==> src/osprd_pkg.sv <==
// Purpose: shared constants and types for the octal serial port register decoder
// Assumes: word address from A1..A6, byte-wide data on the low lane
// Notes:   offsets are word indices inside one port block
package osprd_pkg;

  localparam int unsigned ADDR_W      = 6;
  localparam int unsigned PORT_W      = 3;
  localparam int unsigned OFS_W       = 3;
  localparam int unsigned DATA_W      = 8;
  localparam int unsigned BUS_W       = 16;
  localparam int unsigned NUM_PORTS   = 8;
  localparam int unsigned PORT_BYTES  = 16;
  localparam int unsigned WAIT_W      = 2;

  // word offset inside a port block (byte offset / 2)
  localparam logic [OFS_W-1:0] OFS_DATA     = 3'h0;
  localparam logic [OFS_W-1:0] OFS_IEN      = 3'h1;
  localparam logic [OFS_W-1:0] OFS_ISTAT    = 3'h2;
  localparam logic [OFS_W-1:0] OFS_LFMT     = 3'h3;
  localparam logic [OFS_W-1:0] OFS_HSCTL    = 3'h4;
  localparam logic [OFS_W-1:0] OFS_LSTAT    = 3'h5;
  localparam logic [OFS_W-1:0] OFS_HSSTAT   = 3'h6;
  localparam logic [OFS_W-1:0] OFS_SCRATCH  = 3'h7;

  localparam int unsigned      DIV_LATCH_BIT = 7;
  localparam logic [DATA_W-1:0] ENH_BANK_CODE = 8'hbf;
  localparam logic [DATA_W-1:0] LFMT_RESET    = 8'h00;
  localparam logic [DATA_W-1:0] DATA_ZERO     = 8'h00;

  // wait states per cycle kind
  localparam logic [WAIT_W-1:0] WAIT_IO  = 2'h1;
  localparam logic [WAIT_W-1:0] WAIT_INT = 2'h2;
  localparam logic [WAIT_W-1:0] WAIT_ID  = 2'h0;

  typedef enum logic [17:0] {
    OSPRD_SEL_NONE      = 18'h00001,
    OSPRD_SEL_RECV      = 18'h00002,
    OSPRD_SEL_XMIT      = 18'h00004,
    OSPRD_SEL_DIV_LO    = 18'h00008,
    OSPRD_SEL_DIV_HI    = 18'h00010,
    OSPRD_SEL_INT_EN    = 18'h00020,
    OSPRD_SEL_INT_STAT  = 18'h00040,
    OSPRD_SEL_QUEUE     = 18'h00080,
    OSPRD_SEL_ENH       = 18'h00100,
    OSPRD_SEL_LINE_FMT  = 18'h00200,
    OSPRD_SEL_HS_CTL    = 18'h00400,
    OSPRD_SEL_LINE_STAT = 18'h00800,
    OSPRD_SEL_HS_STAT   = 18'h01000,
    OSPRD_SEL_SCRATCH   = 18'h02000,
    OSPRD_SEL_RESUME_LO = 18'h04000,
    OSPRD_SEL_RESUME_HI = 18'h08000,
    OSPRD_SEL_PAUSE_LO  = 18'h10000,
    OSPRD_SEL_PAUSE_HI  = 18'h20000
  } osprd_sel_type;

  typedef enum logic [3:0] {
    OSPRD_ST_IDLE = 4'h1,
    OSPRD_ST_WAIT = 4'h2,
    OSPRD_ST_ACK  = 4'h4,
    OSPRD_ST_HOLD = 4'h8
  } osprd_state_type;

  typedef enum logic [2:0] {
    OSPRD_KIND_IO  = 3'h1,
    OSPRD_KIND_INT = 3'h2,
    OSPRD_KIND_ID  = 3'h4
  } osprd_kind_type;

endpackage

==> src/osprd_decoder.sv <==
// Purpose: I/O space decoder for eight identical serial port register blocks
// Assumes: bus inputs synchronous to i_mclk; engines answer reads in the strobe cycle
// Notes:   line format registers live here, all other registers in the port engines
// Operation
// - transfers carry eight meaningful bits on D0..D7 only, no wider access.
// - six word-address lines decode 64 word locations, low byte lane only.
// - low byte sits at odd byte addresses big-endian, even ones little-endian.
// - eight identical port blocks stepping by 0x10 from 00 to 70.
// - the divisor bytes appear only while the port's line format bit 7 is one.
// - enhanced and flow-control character registers appear only at line format BF.
// - shared offsets pick by address, line format and direction (00 data, 04 status/queue).
// - line format sits at byte offset 06; port address is port A offset plus block offset.
// - the upper data byte is never driven, so carrier pull-ups read it as ones.
// - I/O cycles take one wait state, interrupt select two, identification reads zero.
// - each port owns a sixteen-byte block with no overlap.
`timescale 1ns/100ps
module osprd_decoder (
  input  wire logic                                i_mclk,
  input  wire logic                                i_rst_b,
  input  wire logic                                i_ce,
  input  wire logic                                i_iosel_b,
  input  wire logic                                i_intsel_b,
  input  wire logic                                i_idsel_b,
  input  wire logic                                i_rd_wr_b,
  input  wire logic [osprd_pkg::ADDR_W-1:0]        i_addr,
  input  wire logic [osprd_pkg::DATA_W-1:0]        i_wr_data,
  input  wire logic [osprd_pkg::DATA_W-1:0]        i_eng_rd_data,
  input  wire logic [osprd_pkg::DATA_W-1:0]        i_int_vector,
  input  wire logic [osprd_pkg::DATA_W-1:0]        i_id_data,
  output logic      [osprd_pkg::DATA_W-1:0]        o_data,
  output logic                                     o_data_oe,
  output logic                                     o_ack_b,
  output logic      [osprd_pkg::PORT_W-1:0]        o_port,
  output osprd_pkg::osprd_sel_type                 o_reg_sel,
  output logic                                     o_rd_stb,
  output logic                                     o_wr_stb,
  output logic      [osprd_pkg::DATA_W-1:0]        o_wr_data
);

  osprd_pkg::osprd_state_type              state_reg;
  osprd_pkg::osprd_kind_type               kind_reg;
  osprd_pkg::osprd_kind_type               kind_next;
  osprd_pkg::osprd_sel_type                sel_next;
  logic [osprd_pkg::WAIT_W-1:0]            wait_reg;
  logic [osprd_pkg::WAIT_W-1:0]            wait_next;
  logic                                    read_reg;
  logic [osprd_pkg::DATA_W-1:0]            lfmt_reg [osprd_pkg::NUM_PORTS];
  logic [osprd_pkg::DATA_W-1:0]            port_lfmt;
  logic [osprd_pkg::PORT_W-1:0]            port_next;
  logic [osprd_pkg::OFS_W-1:0]             ofs_next;
  logic [osprd_pkg::DATA_W-1:0]            rd_mux;
  logic                                    any_sel;
  logic                                    bank_div;
  logic                                    bank_enh;
  logic                                    start;
  logic                                    go_ack;

  assign any_sel   = ~i_iosel_b | ~i_intsel_b | ~i_idsel_b;
  // upper three word-address bits pick the block, lower three the word
  assign port_next = i_addr[osprd_pkg::ADDR_W-1:osprd_pkg::OFS_W];
  assign ofs_next  = i_addr[osprd_pkg::OFS_W-1:0];
  // only the addressed port's own banking counts
  assign port_lfmt = lfmt_reg[port_next];
  assign bank_enh  = (port_lfmt == osprd_pkg::ENH_BANK_CODE);
  assign bank_div  = port_lfmt[osprd_pkg::DIV_LATCH_BIT];
  assign start     = (state_reg == osprd_pkg::OSPRD_ST_IDLE) & any_sel;

  // kind and wait count; io wins if several selects collide
  always_comb begin
    if (~i_iosel_b) begin
      kind_next = osprd_pkg::OSPRD_KIND_IO;
      wait_next = osprd_pkg::WAIT_IO;
    end else if (~i_intsel_b) begin
      kind_next = osprd_pkg::OSPRD_KIND_INT;
      wait_next = osprd_pkg::WAIT_INT;
    end else begin
      kind_next = osprd_pkg::OSPRD_KIND_ID;
      wait_next = osprd_pkg::WAIT_ID;
    end
  end

  // register pick; BF also has bit 7 set, so offsets 0 and 1 stay divisor, offset 3 stays line format and only 2 and 4 to 7 take the enhanced bank
  always_comb begin
    sel_next = osprd_pkg::OSPRD_SEL_NONE;
    case (ofs_next)
      osprd_pkg::OFS_DATA: begin
        if (bank_div) sel_next = osprd_pkg::OSPRD_SEL_DIV_LO;
        else if (i_rd_wr_b) sel_next = osprd_pkg::OSPRD_SEL_RECV;
        else sel_next = osprd_pkg::OSPRD_SEL_XMIT;
      end
      osprd_pkg::OFS_IEN: begin
        if (bank_div) sel_next = osprd_pkg::OSPRD_SEL_DIV_HI;
        else sel_next = osprd_pkg::OSPRD_SEL_INT_EN;
      end
      osprd_pkg::OFS_ISTAT: begin
        if (bank_enh) sel_next = osprd_pkg::OSPRD_SEL_ENH;
        else if (i_rd_wr_b) sel_next = osprd_pkg::OSPRD_SEL_INT_STAT;
        else sel_next = osprd_pkg::OSPRD_SEL_QUEUE;
      end
      osprd_pkg::OFS_LFMT: sel_next = osprd_pkg::OSPRD_SEL_LINE_FMT;
      osprd_pkg::OFS_HSCTL: begin
        if (bank_enh) sel_next = osprd_pkg::OSPRD_SEL_RESUME_LO;
        else sel_next = osprd_pkg::OSPRD_SEL_HS_CTL;
      end
      osprd_pkg::OFS_LSTAT: begin
        if (bank_enh) sel_next = osprd_pkg::OSPRD_SEL_RESUME_HI;
        else sel_next = osprd_pkg::OSPRD_SEL_LINE_STAT;
      end
      osprd_pkg::OFS_HSSTAT: begin
        if (bank_enh) sel_next = osprd_pkg::OSPRD_SEL_PAUSE_LO;
        else sel_next = osprd_pkg::OSPRD_SEL_HS_STAT;
      end
      osprd_pkg::OFS_SCRATCH: begin
        if (bank_enh) sel_next = osprd_pkg::OSPRD_SEL_PAUSE_HI;
        else sel_next = osprd_pkg::OSPRD_SEL_SCRATCH;
      end
      default: sel_next = osprd_pkg::OSPRD_SEL_NONE;
    endcase
  end

  assign go_ack = (state_reg == osprd_pkg::OSPRD_ST_WAIT) &&
                  (wait_reg == osprd_pkg::WAIT_ID);

  // cycle sequencer; hold waits for the host to drop its select
  always_ff @(posedge i_mclk) begin
    if (!i_rst_b) begin
      state_reg <= osprd_pkg::OSPRD_ST_IDLE;
      wait_reg  <= osprd_pkg::WAIT_ID;
      kind_reg  <= osprd_pkg::OSPRD_KIND_IO;
      read_reg  <= 1'b0;
    end else if (i_ce) begin
      case (state_reg)
        osprd_pkg::OSPRD_ST_IDLE: begin
          if (any_sel) begin
            kind_reg  <= kind_next;
            read_reg  <= i_rd_wr_b;
            wait_reg  <= wait_next - 2'h1;
            if (wait_next == osprd_pkg::WAIT_ID) state_reg <= osprd_pkg::OSPRD_ST_ACK;
            else state_reg <= osprd_pkg::OSPRD_ST_WAIT;
          end
        end
        osprd_pkg::OSPRD_ST_WAIT: begin
          if (go_ack) state_reg <= osprd_pkg::OSPRD_ST_ACK;
          else wait_reg <= wait_reg - 2'h1;
        end
        osprd_pkg::OSPRD_ST_ACK: state_reg <= osprd_pkg::OSPRD_ST_HOLD;
        osprd_pkg::OSPRD_ST_HOLD: begin
          if (!any_sel) state_reg <= osprd_pkg::OSPRD_ST_IDLE;
        end
        default: state_reg <= osprd_pkg::OSPRD_ST_IDLE;
      endcase
    end
  end

  // address and strobes toward the port engines
  always_ff @(posedge i_mclk) begin
    if (!i_rst_b) begin
      o_port    <= '0;
      o_reg_sel <= osprd_pkg::OSPRD_SEL_NONE;
      o_rd_stb  <= 1'b0;
      o_wr_stb  <= 1'b0;
      o_wr_data <= osprd_pkg::DATA_ZERO;
    end else if (i_ce) begin
      o_rd_stb <= start & ~i_iosel_b & i_rd_wr_b;
      o_wr_stb <= start & ~i_iosel_b & ~i_rd_wr_b;
      if (start) begin
        o_port    <= port_next;
        o_reg_sel <= (~i_iosel_b) ? sel_next : osprd_pkg::OSPRD_SEL_NONE;
        o_wr_data <= i_wr_data;
      end
    end
  end

  // line format copies, one per port block
  always_ff @(posedge i_mclk) begin
    if (!i_rst_b) begin
      for (int p = 0; p < osprd_pkg::NUM_PORTS; p++) lfmt_reg[p] <= osprd_pkg::LFMT_RESET;
    end else if (i_ce) begin
      if (start && !i_iosel_b && !i_rd_wr_b && sel_next == osprd_pkg::OSPRD_SEL_LINE_FMT) begin
        lfmt_reg[port_next] <= i_wr_data;
      end
    end
  end

  always_comb begin
    rd_mux = i_id_data;
    case (kind_reg)
      osprd_pkg::OSPRD_KIND_IO: begin
        if (o_reg_sel == osprd_pkg::OSPRD_SEL_LINE_FMT) rd_mux = lfmt_reg[o_port];
        else rd_mux = i_eng_rd_data;
      end
      osprd_pkg::OSPRD_KIND_INT: rd_mux = i_int_vector;
      osprd_pkg::OSPRD_KIND_ID:  rd_mux = i_id_data;
      default:                   rd_mux = i_id_data;
    endcase
  end

  // answer: only the low lane is ever enabled, upper byte left to pull-ups
  always_ff @(posedge i_mclk) begin
    if (!i_rst_b) begin
      o_data    <= osprd_pkg::DATA_ZERO;
      o_data_oe <= 1'b0;
      o_ack_b   <= 1'b1;
    end else if (i_ce) begin
      o_ack_b   <= 1'b1;
      o_data_oe <= 1'b0;
      if (start && wait_next == osprd_pkg::WAIT_ID) begin
        // zero-wait identification read served straight from the inputs
        o_ack_b   <= 1'b0;
        o_data_oe <= i_rd_wr_b;
        o_data    <= i_id_data;
      end else if (go_ack) begin
        o_ack_b   <= 1'b0;
        o_data_oe <= read_reg;
        o_data    <= rd_mux;
      end
    end
  end

endmodule

==> config.mk <==
export PLATFORM = sky130hd
export DESIGN_NAME = osprd_decoder
export DESIGN_NICKNAME = d
export VERILOG_FILES = /design/src/osprd_pkg.sv /design/src/osprd_decoder.sv
export SDC_FILE = /design/constraint.sdc
export NUM_CORES = 1
export LEC_CHECK = 0
export BUFFER_PORTS_ARGS = -buffer_cell sky130_fd_sc_hd__buf_4
export CAP_MARGIN = 20
export CELL_PAD_IN_SITES_DETAIL_PLACEMENT = 1
export CELL_PAD_IN_SITES_GLOBAL_PLACEMENT = 1
export CORE_MARGIN = 5
export CORE_UTILIZATION = 40
export DETAILED_ROUTE_END_ITERATION = 6
export MAX_ROUTING_LAYER = met4
export PLACE_DENSITY = 0.81
export REMOVE_ABC_BUFFERS = 1
export SLEW_MARGIN = 5
export SYNTH_ARGS = -nofsm -noshare
export SYNTH_HDL_FRONTEND = slang
export SYNTH_SLANG_ARGS = --single-unit
export TNS_END_PERCENT = 30
==> constraint.sdc <==
create_clock -name i_mclk -period 3.9 [get_ports i_mclk]
set_input_delay 0.78 -clock i_mclk [delete_from_list [all_inputs] [get_ports i_mclk]]
set_output_delay 0.78 -clock i_mclk [all_outputs]
set_load 0.05 [all_outputs]
==> results.toml <==
[clocking]
hold_buffers = 0
cts_sinks = 118
post_cts_resized = 0
clock_latency_ns = 0.42
cts-buffers-inserted = 17
cts_max_level = 4
cts_tree = "done"
clkTransAtPathRegs_ns = 0.05
post_cts_buffers = 0
cts_root_buf = "clkbuf_16"
clockBufferDepth = 2

[timing]
final_max_slew_viol_count = 0
max_freq_mhz = 354.3
whs_ns = 0.4696
fin_ws_ns = 1.077
rsz0062_at_grt = "no"
timing.slew.headroom_pct = 49.61
setup-violations-final = 0
fin_skew_ns = 0.006469
tns_ns = 0
finalHoldViolCount = 0
min_period_ns = 2.823
worst_pin_slew_ns = 0.7549
post-route-period-util_pct = 72.37

[synthesis]
yosysMostFrequentCell = "nand2_1"
netlist_top_cells_count = "nand2_1, and2_1, edfxtp_1, dfxtp_1, o21ai_0"
yosysUniqueCellTypes = 53
yosys.area.top_type = "edfxtp_1"
yosysSeqAreaShare_pct = 52.21
synth_edf_count = 64
synth-compound-area-share_pct = 13.77
synthAdderAreaFrac_pct = 0
synthArstFlopShare_pct = 0
ys_seq_elements = 118
synthTopCellsByArea = "edfxtp_1, dfxtp_1, and2_1"
avgSynthCellArea_um2 = 10.85
synth_xor_area_share_pct = 0.1523
synth_simple_gate_area_share_pct = 21.97
ys_warn_count = 0
ys.flop_type = "edfxtp_1"
synth_top_family_by_area = "simple AND/OR/NAND/NOR gates"
synth.area.mux_share_pct = 9.463
yosysTopAreaCellShare_pct = 33.41
syn_area_um2 = 5752
synthCells = 530

[final_layout]
diodes = 0
layout-drive-gt1-share_pct = 24.01
area_growth_syn_to_layout_pct = 23.95
largest_reg_flops = 64
final_net_count = 661
stdcell_count = 809

[setup_path]
worstSetupPathType = "in2reg"
start_kind = "primary input"
critPathRequiredTime_ns = 4.20
crit_buf_inv = 1
cp_top_family = "compound AO/OA/AOI/OAI gates"
max_stage_delay_ns = 0.65
cp.arrival_ns = 3.13
cp_max_fo = 36
crit_chain = "buf_4, mux2i_1, a211oi_1, a22oi_1, a2111oi_1, nand3_1, a32o_1"
end_kind = "register"
crit_slowest_cell = "a2111oi_1"

[power]
ir_drop_v = 0.0002921
p_leak_nw = 2.707
powerDensity_nw_per_um2 = 461.9

[placed_design]
gp_congestion = 0.9472
dpl.hpwl_um = 12240
port_buffers = 85
dpl_worst_slack_ns = 0.7874
dp.cells = 777

[floorplan]
io_pins = 86
num_rows = 43
start_util_pct = 41.12
die_area_um2 = 16880
chipHeight_um = 129.9
die_w_um = 129.9
design.core.area_um2 = 13990

[global_routing]
grt_usage_pct = 20.91
grt_pass1_wl_um = 25840
overflow = 0
grt_max_degree = 52
antenna_found_initial = 0
grt_pass1_vias = 4685

[detailed_routing]
wl_met2_um = 7984
dr.pass1.iters = 4
ant_nets = 0
wl_met3_um = 1111
vias = 4538
routed_wl_um = 16600
top_layer = "met4"
wl_per_cell_um = 20.52
viasPerCell = 5.609
wl_met1_um = 7256
route.detailed.drc = 0
drtIter0Drc = 253

[outcome]
run_status = "finished clean"

[hold_path]
min_path_type = "reg2reg"

[flow_run]
maxCapViolations = 0
[worst reg2reg max path, delay by kind of cell (launching register included)]
family	cells	cell delay [ns]
simple gates	6	2.03
flops	1	0.39
[placed cells by master, fill, tap and decap left out, types with 5 or more instances in the layout]
| cell | count |
|---|---|
| clkbuf_8 | 5 |
| o21ai_0 | 34 |
| a21boi_0 | 18 |
| nor2_2 | 6 |
| buf_4 | 95 |
| nand2_1 | 71 |
| a22oi_1 | 12 |
| a31oi_1 | 9 |
| and2_1 | 70 |
| o211ai_1 | 7 |
| clkbuf_16 | 17 |
| nor2b_1 | 16 |
| dfxtp_1 | 54 |
| inv_1 | 5 |
| nor2_1 | 16 |
| mux2i_1 | 15 |
| edfxtp_1 | 64 |
| a2bb2oi_1 | 8 |
| nand2b_1 | 6 |
| clkbuf_1 | 7 |
| nand3_1 | 10 |
| a21oi_1 | 8 |
| mux4_2 | 17 |
[per-layer routing]
layer | vias up | global-route usage [%]
met3 | 22 | 5.158
li1 | 2121 | -
met4 | 0 | 6.357
met1 | 2245 | 26.06
met5 | - | -
met2 | 150 | 33.85
[stage by stage]
step / total power, W / utilization, % / instance area (um2)
after floorplan: 0.001655 / - / 5630
after global placement: 0.001820 / 46.96 / 6569
after detailed placement: 0.001836 / 46.96 / 6569
after CTS: 0.003317 / 50.97 / 7129
after global routing: 0.003425 / 50.97 / 7129
final: 0.003293 / 50.97 / 7129
[final cells by class]
class	instances	area, um2
Clock inverter	3	40.04
Tap cell	180	225.2
Fill cell	1509	6859
Multi-Input combinational cell	379	2609
Inverter	5	18.77
Sequential cell	118	3003
Timing Repair Buffer	95	713.2
Clock buffer	29	520.5
[path summary, 6_finish.rpt]
check	start	to	slack [ns]	cells after the start
worst max-delay path	i_addr[4]	o_reg_sel[6]$_SDFFE_PN0P_	1.08	7
worst min-delay path	o_wr_data[4]$_SDFFE_PN0P_	o_wr_data[4]$_SDFFE_PN0P_	0.47	2
worst max register to register	state_reg[1]$_SDFFE_PN0P_	lfmt_reg[4][1]$_SDFFCE_PN0P_	1.13	6
worst min register to register	o_wr_data[4]$_SDFFE_PN0P_	o_wr_data[4]$_SDFFE_PN0P_	0.47	2
[report_power, final]
group          switching [W]  leakage (nW)  internal [W]
sequential         0.0000465          1.10       0.00136
combinational       0.000248          1.33      0.000157
clock               0.000523         0.276      0.000958
total               0.000817          2.71       0.00248
[logic make-up after synthesis]
| logic type | Yosys count |
|---|---|
| AOI/OAI and AO/OA | 118 |
| xor gates and xnor gates | 1 |
| buffers and inverters | 33 |
| DFF | 118 |
| muxes | 33 |
| and+or+nand+nor | 227 |
No activity file was read; power rests on OpenSTA's default activity.
